==> config.mk <==
export PLATFORM = sky130hd
export DESIGN_NAME = ide_device_end_flat
export DESIGN_NICKNAME = d
export VERILOG_FILES = /design/src/ide_port_pkg.sv /design/src/ide_bus_if.sv /design/src/ide_device_end.sv /design/src/flat_wrapper.sv
export SDC_FILE = /design/constraint.sdc
export NUM_CORES = 1
export LEC_CHECK = 0
export BUFFER_PORTS_ARGS = -buffer_cell sky130_fd_sc_hd__buf_2
export CORE_MARGIN = 5
export CORE_UTILIZATION = 49
export CTS_CLUSTER_SIZE = 12
export DETAILED_ROUTE_END_ITERATION = 6
export HOLD_SLACK_MARGIN = 0.02
export MAX_ROUTING_LAYER = met4
export PLACE_DENSITY_LB_ADDON = 0.08
export SLEW_MARGIN = 20
export SYNTH_ARGS = -nofsm -noshare
export SYNTH_HDL_FRONTEND = slang
export SYNTH_SLANG_ARGS = --single-unit
==> constraint.sdc <==
create_clock -name i_clk -period 3.1 [get_ports i_clk]
set_input_delay 0.62 -clock i_clk [delete_from_list [all_inputs] [get_ports i_clk]]
set_output_delay 0.62 -clock i_clk [all_outputs]
set_load 0.02 [all_outputs]
==> src/ide_port_pkg.sv <==
// Shared constants for the parallel disk port: timing counts and field widths
`default_nettype none
package ide_port_pkg;
    localparam int CLK_PERIOD_NS = 10;
    // PIO minimum figures, modes 0..4, nanoseconds
    localparam int PIO_CYCLE_NS [0:4] = '{600, 383, 240, 180, 120};
    localparam int PIO_ACTIVE_NS [0:4] = '{165, 125, 100, 80, 70};
    localparam int PIO_ACTIVE8_NS [0:4] = '{290, 290, 290, 80, 70};
    localparam int PIO_RECOVERY_MIN_NS [0:4] = '{0, 0, 0, 70, 25};
    localparam int IORDY_SAMPLE_DELAY_NS = 35;
    localparam int READ_DATA_BEFORE_READY_NS = 0;
    // Multiword DMA minimum figures, modes 0..2
    localparam int DMA_CYCLE_NS [0:2] = '{480, 150, 120};
    localparam int DMA_ACTIVE_NS [0:2] = '{215, 80, 70};
    localparam int DMA_READ_NEGATED_MIN_NS [0:2] = '{50, 50, 25};
    localparam int DMA_WRITE_NEGATED_MIN_NS [0:2] = '{215, 50, 25};
    // Ultra DMA strobe half period per mode 0..4, nanoseconds
    localparam int UDMA_HALF_NS [0:4] = '{120, 80, 60, 45, 30};
    // Least times round up to whole cycles, never below one
    function automatic int ns_to_cyc(input int ns);
        int c;
        c = (ns + CLK_PERIOD_NS - 1) / CLK_PERIOD_NS;
        return (c < 1) ? 1 : c;
    endfunction
    localparam int IORDY_SAMPLE_CYC = ns_to_cyc(IORDY_SAMPLE_DELAY_NS);
    localparam int READ_DATA_BEFORE_READY_CYC = ns_to_cyc(READ_DATA_BEFORE_READY_NS);
    // Device initialisation time after reset, cycles
    localparam int INIT_BUSY_CYC = 64;
    // Field widths
    localparam int DATA_W = 16;
    localparam int ADDR_W = 3;
    localparam int CNT_W = 8;
    localparam logic [15:0] CRC_SEED = 16'h4ABA;
    // Host transfer kinds
    typedef enum logic [1:0] {
        XFER_PIO = 2'b00,
        XFER_MDMA = 2'b01,
        XFER_UDMA = 2'b10
    } xfer_t;
    // Ultra DMA CRC step, polynomial x^16+x^12+x^5+1
    function automatic logic [15:0] crc_step(input logic [15:0] crc, input logic [15:0] d);
        logic [15:0] c;
        c = crc;
        for (int i = 15; i >= 0; i--) begin
            c = {c[14:0], 1'b0} ^ ((c[15] ^ d[i]) ? 16'h1021 : 16'h0000);
        end
        return c;
    endfunction
endpackage
`default_nettype wire

==> src/ide_bus_if.sv <==
// Bus wires joining the host controller end and the device end
`timescale 1ns/10ps
`default_nettype none
interface ide_bus_if;
    logic [1:0] cs_n;          // Chip selects
    logic [2:0] addr;          // Register address
    logic [15:0] host_d;       // Host data drive
    logic host_d_oe_n;         // Host drives data when low
    logic [15:0] dev_d;        // Device data drive
    logic dev_d_oe_n;          // Device drives data when low
    logic iord_n;              // Read strobe
    logic iowr_n;              // Write strobe
    logic iordy;               // Device ready, low inserts wait
    logic iocs16_n;            // 16-bit transfer indication
    logic dmarq;               // Device DMA request
    logic dmack_n;             // Host DMA acknowledge
    logic oe_n;                // Output enable, held low
    logic ready_busy_out;      // Low while device initialises
    logic crc_err;             // Ultra DMA CRC mismatch seen at device
    logic [15:0] host_crc;     // Host CRC sent at burst end
    wire [15:0] d = !host_d_oe_n ? host_d : (!dev_d_oe_n ? dev_d : 16'h0000);
    modport host (output cs_n, addr, host_d, host_d_oe_n, iord_n, iowr_n, dmack_n, oe_n, host_crc,
                  input dev_d, dev_d_oe_n, iordy, iocs16_n, dmarq, ready_busy_out, crc_err, d);
    modport dev (input cs_n, addr, host_d, host_d_oe_n, iord_n, iowr_n, dmack_n, oe_n, host_crc, d,
                 output dev_d, dev_d_oe_n, iordy, iocs16_n, dmarq, ready_busy_out, crc_err);
endinterface
`default_nettype wire

==> src/ide_device_end.sv <==
// Device end: task file, IORDY waits, DMA request pacing, reset busy
`timescale 1ns/10ps
`default_nettype none
// How it works
// - Host meets PIO cycle, active, recovery minimums
// - Host may stretch either PIO phase
// - Device accepts any legal host timing
// - Host waits while IORDY low at sample
// - Device inserts wait only via IORDY low
// - Read data valid before IORDY reasserts
// - 16-bit indication only in PIO 0-2
// - Chip selects, three-bit address, 16/8-bit data
// - Host meets per-mode DMA minimums
// - Device may drop DMARQ to pause burst
// - Host may pause DMA via acknowledge
// - Ultra DMA to mode 4 with CRC
// - Ultra timing follows host-selected mode
// - Ready/busy low while initialising after reset
// - Any reset clears task-file registers
// - Host holds output-enable low
module ide_device_end #(
    parameter int WAIT_CYC = 4,
    parameter int INIT_CYC = ide_port_pkg::INIT_BUSY_CYC
) (
    // Clock and reset
    input wire logic i_clk,
    input wire logic i_reset_n,
    // Bus side
    ide_bus_if.dev bus,
    // User side: soft or bus reset request
    input wire logic i_soft_reset,
    // User side: PIO mode and wait request
    input wire logic [2:0] i_pio_mode,
    input wire logic i_want_wait,
    // User side: DMA data source and sink
    input wire logic i_dma_ready,
    input wire logic [15:0] i_dma_rd_data,
    output logic [15:0] o_dma_wr_data,
    output logic o_dma_wr_valid,
    output logic o_dma_rd_taken,
    // User side: task file view and CRC status
    output logic [15:0] o_data_reg,
    output logic [7:0] o_task_reg [1:7],
    output logic o_crc_err
);
    typedef enum logic [1:0] {
        PIO_IDLE = 2'b00,
        PIO_WAIT = 2'b01,
        PIO_HOLD = 2'b10
    } pio_state_t;

    pio_state_t pio_reg;                   // PIO strobe tracker
    logic [7:0] wait_cnt_reg;              // Wait extension counter
    logic [15:0] init_cnt_reg;             // Busy countdown
    logic busy_reg;                        // Initialising flag
    logic [15:0] rd_data_reg;              // Read data driven out
    logic [15:0] crc_reg;                  // Running Ultra DMA CRC
    logic iord_q_reg;                      // Previous strobe levels
    logic iowr_q_reg;
    logic dmack_q_reg;                     // Acknowledge level last cycle
    logic strobe;                          // Either strobe active
    logic sel;                             // A chip select active
    logic rise_rd;                         // Read strobe released
    logic rise_wr;                         // Write strobe released
    logic dma_on;                          // Acknowledged DMA cycle

    assign strobe = !bus.iord_n || !bus.iowr_n;
    assign sel = bus.cs_n != 2'b11;
    assign dma_on = !bus.dmack_n;
    assign rise_rd = bus.iord_n && !iord_q_reg;
    assign rise_wr = bus.iowr_n && !iowr_q_reg;

    // Strobe edge history
    always_ff @(posedge i_clk or negedge i_reset_n) begin
        if (!i_reset_n) begin
            iord_q_reg <= 1'b1;
            iowr_q_reg <= 1'b1;
            // Idle level, so no false burst end right after reset
            dmack_q_reg <= 1'b1;
        end else begin
            iord_q_reg <= bus.iord_n;
            iowr_q_reg <= bus.iowr_n;
            dmack_q_reg <= bus.dmack_n;
        end
    end

    // Busy countdown after any reset; soft reset restarts it
    always_ff @(posedge i_clk or negedge i_reset_n) begin
        if (!i_reset_n) begin
            init_cnt_reg <= 16'h0000;
            busy_reg <= 1'b1;
        end else if (i_soft_reset) begin
            init_cnt_reg <= 16'h0000;
            busy_reg <= 1'b1;
        end else if (busy_reg) begin
            init_cnt_reg <= init_cnt_reg + 16'h0001;
            busy_reg <= (init_cnt_reg < 16'(INIT_CYC - 1));
        end
    end
    assign bus.ready_busy_out = !busy_reg;

    // PIO wait tracking: IORDY drops at strobe start, only when asked
    always_ff @(posedge i_clk or negedge i_reset_n) begin
        if (!i_reset_n) begin
            pio_reg <= PIO_IDLE;
            wait_cnt_reg <= 8'h00;
        end else begin
            case (pio_reg)
                PIO_IDLE: begin
                    // Any active length is fine; state follows the strobe only
                    if (strobe && sel && !dma_on) begin
                        pio_reg <= i_want_wait ? PIO_WAIT : PIO_HOLD;
                        wait_cnt_reg <= 8'h00;
                    end
                end
                PIO_WAIT: begin
                    // Wait length fixed so reassertion follows data setup
                    wait_cnt_reg <= wait_cnt_reg + 8'h01;
                    if (wait_cnt_reg >= 8'(WAIT_CYC + ide_port_pkg::READ_DATA_BEFORE_READY_CYC)) begin
                        pio_reg <= PIO_HOLD;
                    end
                end
                PIO_HOLD: begin
                    if (!strobe) begin
                        pio_reg <= PIO_IDLE;
                    end
                end
                default: pio_reg <= PIO_IDLE;
            endcase
        end
    end
    // IORDY low only while waiting; never pulsed otherwise
    assign bus.iordy = (pio_reg != PIO_WAIT);

    // 16-bit indication only in low PIO modes, else released
    assign bus.iocs16_n = !(sel && i_pio_mode <= 3'h2 && bus.addr == 3'h0);

    // Task file: data word plus seven byte registers, cleared by any reset
    always_ff @(posedge i_clk or negedge i_reset_n) begin
        if (!i_reset_n) begin
            o_data_reg <= 16'h0000;
            for (int i = 1; i < 8; i++) begin
                o_task_reg[i] <= 8'h00;
            end
        end else if (i_soft_reset) begin
            o_data_reg <= 16'h0000;
            for (int i = 1; i < 8; i++) begin
                o_task_reg[i] <= 8'h00;
            end
        end else if (rise_wr && sel && !dma_on) begin
            // Full word at address 0, low byte lane elsewhere
            if (bus.addr == 3'h0) begin
                o_data_reg <= bus.d;
            end else begin
                o_task_reg[bus.addr] <= bus.d[7:0];
            end
        end
    end

    // Read data captured at strobe start and held through the wait
    always_ff @(posedge i_clk or negedge i_reset_n) begin
        if (!i_reset_n) begin
            rd_data_reg <= 16'h0000;
        end else if (dma_on) begin
            rd_data_reg <= i_dma_rd_data;
        end else if (!bus.iord_n && pio_reg == PIO_IDLE) begin
            rd_data_reg <= (bus.addr == 3'h0) ? o_data_reg : {8'h00, o_task_reg[bus.addr]};
        end
    end
    assign bus.dev_d = rd_data_reg;
    assign bus.dev_d_oe_n = !(!bus.iord_n && (sel || dma_on));

    // DMA request drops when the local side cannot keep up
    assign bus.dmarq = i_dma_ready && !busy_reg;
    // Host pausing by acknowledge simply stops edges; nothing to undo
    assign o_dma_rd_taken = dma_on && rise_rd;

    // DMA write data and CRC over every burst word
    always_ff @(posedge i_clk or negedge i_reset_n) begin
        if (!i_reset_n) begin
            o_dma_wr_data <= 16'h0000;
            o_dma_wr_valid <= 1'b0;
            crc_reg <= ide_port_pkg::CRC_SEED;
            o_crc_err <= 1'b0;
        end else begin
            // Words follow the host strobes, so any Ultra mode spacing works
            o_dma_wr_valid <= dma_on && rise_wr;
            if (dma_on && rise_wr) begin
                o_dma_wr_data <= bus.d;
                crc_reg <= ide_port_pkg::crc_step(crc_reg, bus.d);
            end else if (dma_on && rise_rd) begin
                crc_reg <= ide_port_pkg::crc_step(crc_reg, rd_data_reg);
            end else if (bus.dmack_n && !dmack_q_reg) begin
                // Burst end: compare against host CRC, set wins over nothing
                o_crc_err <= o_crc_err || (crc_reg != bus.host_crc);
                crc_reg <= ide_port_pkg::CRC_SEED;
            end
        end
    end
    assign bus.crc_err = o_crc_err;
endmodule
`default_nettype wire

==> src/flat_wrapper.sv <==
// flat-port wrapper written by rule: the top's interface ports become plain ports
module ide_device_end_flat 
#(
    parameter int WAIT_CYC = 4,
    parameter int INIT_CYC = ide_port_pkg::INIT_BUSY_CYC
)
  (i_clk, i_reset_n, i_soft_reset, i_pio_mode, i_want_wait, i_dma_ready, i_dma_rd_data, o_dma_wr_data, o_dma_wr_valid, o_dma_rd_taken, o_data_reg, o_task_reg, o_crc_err, bus_cs_n, bus_addr, bus_host_d, bus_host_d_oe_n, bus_iord_n, bus_iowr_n, bus_dmack_n, bus_oe_n, bus_host_crc, bus_dev_d, bus_dev_d_oe_n, bus_iordy, bus_iocs16_n, bus_dmarq, bus_ready_busy_out, bus_crc_err);
  ide_bus_if bus_i ();
  input wire logic i_clk;
  input wire logic i_reset_n;
  input wire logic i_soft_reset;
  input wire logic [2:0] i_pio_mode;
  input wire logic i_want_wait;
  input wire logic i_dma_ready;
  input wire logic [15:0] i_dma_rd_data;
  output logic [15:0] o_dma_wr_data;
  output logic o_dma_wr_valid;
  output logic o_dma_rd_taken;
  output logic [15:0] o_data_reg;
  output logic [7:0] o_task_reg[1:7];
  output logic o_crc_err;
  input wire logic [$bits(bus_i.cs_n)-1:0] bus_cs_n;
  input wire logic [$bits(bus_i.addr)-1:0] bus_addr;
  input wire logic [$bits(bus_i.host_d)-1:0] bus_host_d;
  input wire logic [$bits(bus_i.host_d_oe_n)-1:0] bus_host_d_oe_n;
  input wire logic [$bits(bus_i.iord_n)-1:0] bus_iord_n;
  input wire logic [$bits(bus_i.iowr_n)-1:0] bus_iowr_n;
  input wire logic [$bits(bus_i.dmack_n)-1:0] bus_dmack_n;
  input wire logic [$bits(bus_i.oe_n)-1:0] bus_oe_n;
  input wire logic [$bits(bus_i.host_crc)-1:0] bus_host_crc;
  output wire logic [$bits(bus_i.dev_d)-1:0] bus_dev_d;
  output wire logic [$bits(bus_i.dev_d_oe_n)-1:0] bus_dev_d_oe_n;
  output wire logic [$bits(bus_i.iordy)-1:0] bus_iordy;
  output wire logic [$bits(bus_i.iocs16_n)-1:0] bus_iocs16_n;
  output wire logic [$bits(bus_i.dmarq)-1:0] bus_dmarq;
  output wire logic [$bits(bus_i.ready_busy_out)-1:0] bus_ready_busy_out;
  output wire logic [$bits(bus_i.crc_err)-1:0] bus_crc_err;
  assign bus_i.cs_n = bus_cs_n;
  assign bus_i.addr = bus_addr;
  assign bus_i.host_d = bus_host_d;
  assign bus_i.host_d_oe_n = bus_host_d_oe_n;
  assign bus_i.iord_n = bus_iord_n;
  assign bus_i.iowr_n = bus_iowr_n;
  assign bus_i.dmack_n = bus_dmack_n;
  assign bus_i.oe_n = bus_oe_n;
  assign bus_i.host_crc = bus_host_crc;
  assign bus_dev_d = bus_i.dev_d;
  assign bus_dev_d_oe_n = bus_i.dev_d_oe_n;
  assign bus_iordy = bus_i.iordy;
  assign bus_iocs16_n = bus_i.iocs16_n;
  assign bus_dmarq = bus_i.dmarq;
  assign bus_ready_busy_out = bus_i.ready_busy_out;
  assign bus_crc_err = bus_i.crc_err;
  ide_device_end #(.WAIT_CYC(WAIT_CYC), .INIT_CYC(INIT_CYC)) u_core (.i_clk(i_clk), .i_reset_n(i_reset_n), .bus(bus_i), .i_soft_reset(i_soft_reset), .i_pio_mode(i_pio_mode), .i_want_wait(i_want_wait), .i_dma_ready(i_dma_ready), .i_dma_rd_data(i_dma_rd_data), .o_dma_wr_data(o_dma_wr_data), .o_dma_wr_valid(o_dma_wr_valid), .o_dma_rd_taken(o_dma_rd_taken), .o_data_reg(o_data_reg), .o_task_reg(o_task_reg), .o_crc_err(o_crc_err));
endmodule
==> results.md <==
| Parameter | Value |
| --- | --- |
| Mux share of post-synthesis cell area | 2.00% |
| Total DRC errors in the routed layout | 0 |
| Outcome | complete, no violations |
| Number of enable-type register cells in the synthesized netlist | 0 |
| Worst Setup Slack, final | 413 ps |
| Later-pin clock latency in the skew report | 420 ps |
| Number of detailed-routing iterations run before antenna repair | 5 |
| Setup slack after placement | 165 ps |
| Area of the core | 16700 µm² |
| Slew Limit Fails | 0 |
| Antenna Violating Nets Remaining | 0 |
| Worst stage delay on the critical path | 570 ps |
| Final Net Count | 1102 |
| Worst-case vdd ir drop | 0.517 mV |
| DIE WIDTH | 141 µm |
| Wire length of the first global-routing pass | 40000 µm |
| Share of total power in combinational logic | 47.3% |
| Number of synthesis warnings | 0 |
| Sw Share | 37.8% |
| CTS tree | done |
| Initial antenna violation count | 0 |
| Die Height | 141 µm |
| Instance count of the mapped netlist | 846 |
| Largest buffer count on any clock path | 2 |
| Overall via count from detail_route | 7081 |
| Netlist cell types | 57 |
| Clk network pwr share | 22.3% |
| Switching pwr | 3110 µW |
| Violation count after the first detailed-routing iteration | 508 |
| Routability congestion estimate from global placement | 0.931 |
| Simple-gate portion of the synthesized area | 14.0% |
| Tot Pwr | 8240 µW |
| Clock-pin slew of the registers on the worst-case setup and hold paths | 60 ps |
| Total power divided by cell area | 809 nW/µm² |
| Power Internal | 5130 µW |
| Top routing layer in use | met4 |
| Critical path buffer and inverter count | 0 |
| Vias in the first global route | 6828 |
| Maximum number of pins on one net before global-route repair | 90 |
| Worst setup path startpoint | u_core.crc_reg[12] |
| Layout Area Growth over Synthesis | 21.3% |
| Root buffer selected by CTS | sky130_fd_sc_hd__clkbuf_16 |
| Hold-fix buffers, CTS | 0 |
| # Max-Cap Violations | 0 |
| Worst-path maximum fanout | 6 |
| CTS Sinks | 152 |
| Number of buffers created by CTS | 17 |
| Leak pwr | 0.00467 µW |
| Final number of setup-violating endpoints | 0 |
| Number of setup buffers added after CTS | 0 |
| Reg-to-reg startpoint | u_core.crc_reg[12] |
| Nature of the critical path startpoint | flop |
| Sequential-to-total area share from yosys stat | 45.5% |
| Adder-cell share of the synthesized area | 0.596% |
| Largest register FFs | 56 |
| Starting Density | 50.2% |
| Cell Chain, Critical Path | xor2_2 -> xnor3_1 -> xnor2_2 -> xnor2_1 -> or4b_1 -> a211oi_1 -> a21oi_1 |
| Via/cell ratio | 5.61 |
| Worst setup EP type | flop |
| Commonest non-fill, non-tap cells in the layout | sky130_fd_sc_hd__buf_2 (176), sky130_fd_sc_hd__dfrtp_1 (140), sky130_fd_sc_hd__nor2_1 (123), sky130_fd_sc_hd__a211oi_1 (68), sky130_fd_sc_hd__xnor2_1 (61) |
| Met3 Wirelength | 1730 µm |
| Arrival time at the worst endpoint | 3040 ps |
| Required time worst endpoint | 3450 ps |
| Final critical path time including I/O delays and setup | 2690 ps |
| Total wire length after detailed routing | 25700 µm |
| Category of the most critical setup path | reg -> reg |
| Share of flip-flops with an asynchronous set or reset | 100% |
| Combined area of all synthesized cells | 8390 µm² |
| Critical-path top delay cell | sky130_fd_sc_hd__dfrtp_1 |
| Port Buf Inserts | 177 |
| Fmax | 372 MHz |
| Crit. path cell count | 7 |
| Global-route congestion overflow total | 0 |
| Flip-flop and latch count after synthesis | 152 |
| Largest delay share family, worst path | XOR/XNOR gates |
| Share of the synthesized netlist area taken by xor and xnor gates | 15.8% |
| Top flip-flop cell by instance count after synthesis | sky130_fd_sc_hd__dfrtp_1 |
| Wire length on met2 | 12100 µm |
| Worst slew slack as a fraction of its limit | 33.8% |
| Total global routing track utilization | 26.9% |
| Complex-gate fraction of the synthesized area | 18.6% |
| Slew at the pin closest to its max-slew limit | 990 ps |
| HPWL after DPL | 19200 µm |
| Area of the die | 19800 µm² |
| Synthesized net count | 916 |
| Type of the tightest min-delay check | in -> async |
| Number of hold-slack violations in the final timing report | 0 |
| Layout Skew | 10.4 ps |
| Share of the clock period used by the worst path | 86.7% |
| Largest family of logic cells by synthesized area | compound AO/OA/AOI/OAI gates |
| Post-CTS Resized | 0 |
| Routed wirelength normalized by instance count | 20.4 µm |
| Avg Inst Size Synth | 9.92 µm² |
| Standard-cell rows | 47 |
| Post-route met1 wirelength | 11500 µm |
| Number of primary I/O pins | 179 |
| Number of H-tree levels | 4 |
| R2r worst-path depth | 7 |
| Most common cell after layout, fill and taps aside | sky130_fd_sc_hd__buf_2 |
| Summed negative setup slack over all endpoints | 0 ps |
| Number of antenna cells inserted | 0 |
| Unrepaired setup endpoints after global routing | false |
| Portion of total power attributed to sequential cells | 30.4% |
| Share of post-route cells with drive strength above 1 | 27.9% |
==> cell type report <==
cell class / instances / area [µm²]
timing repair buffer: 221 / 1250
inverter: 15 / 56.3
clock inverter: 8 / 51.3
fill: 1493 / 6520
multi-input combinational: 625 / 4280
tap: 220 / 275
clock buffer: 22 / 454
sequential: 152 / 3820
==> power groups by stage <==
stage | Clock [µW] | Combinational, µW | Sequential [µW]
5_1_grt | 1950 | 4260 | 2530
3_3_place_gp | 0 | 3850 | 2530
2_1_floorplan | 0 | 3000 | 2500
6_report | 1840 | 3890 | 2500
4_1_cts | 1860 | 3890 | 2500
3_5_place_dp | 0 | 3880 | 2530
==> through the flow <==
stage / area [µm²] / std cells / hold WS [ps] / utilization [%]
after global routing: 10200 / 1263 / 222 / 61.0
final: 10200 / 1263 / 179 / 61.0
after global placement: 9670 / 1233 / 452 / 57.9
after floorplan: 8390 / 846 / 324 / -
after CTS: 10200 / 1263 / 207 / 60.9
after detailed placement: 9670 / 1233 / 469 / 57.9
==> cells by family (layout without fill, tap and decap cells) <==
group,after synthesis,count (layout)
AND/OR/NAND/NOR,257,257
AO/OA/AOI/OAI,222,222
flip-flops,152,152
XOR/XNOR,128,128
buffers and inverters,69,266
multiplexers,14,14
adder cells (fa/ha/maj),4,4
==> cells in the mapped netlist (all sizes together) (7+ instances only) <==
cell type  instances  share of area, %
nand3             14              0.83
mux2i             10               1.2
clkbuf            43               1.9
dfstp             12               3.8
buf               11               1.0
o21ai             54               3.2
nor2b             21               1.6
a31oi             19               2.5
xnor2             70               8.2
xor2              50               5.3
a221o             11               1.3
o22ai              7              0.52
and2              10              0.75
inv               14              0.63
nor3               9              0.54
dfrtp            140                42
a21oi             33               2.0
xnor3              7               1.9
a211oi            68               6.1
nand2             44               2.0
nand4              8              0.60
a22oi             11              0.98
nor2             124               5.5
==> worst paths after layout <==
check | endpoint | slack, ps
setup / recovery | u_core.crc_reg[9] | 410
hold / removal | u_core.wait_cnt_reg[0] | 180
setup reg to reg | u_core.crc_reg[9] | 410
hold reg to reg | u_core.o_dma_wr_data[15] | 480
max in group asynchronous | u_core.crc_reg[7] | 2090
min in group i_clk | u_core.iowr_q_reg | 330
==> routing by layer <==
| metal | up-vias | GRT usage (%) |
|---|---|---|
| met3 | 30 | 4.74 |
| met2 | 274 | 41.3 |
| met4 | 0 | 6.48 |
| met1 | 3406 | 37.6 |
| met5 | - | - |
| li1 | 3371 | - |
Note: power is estimated with default switching activity, not from simulation.
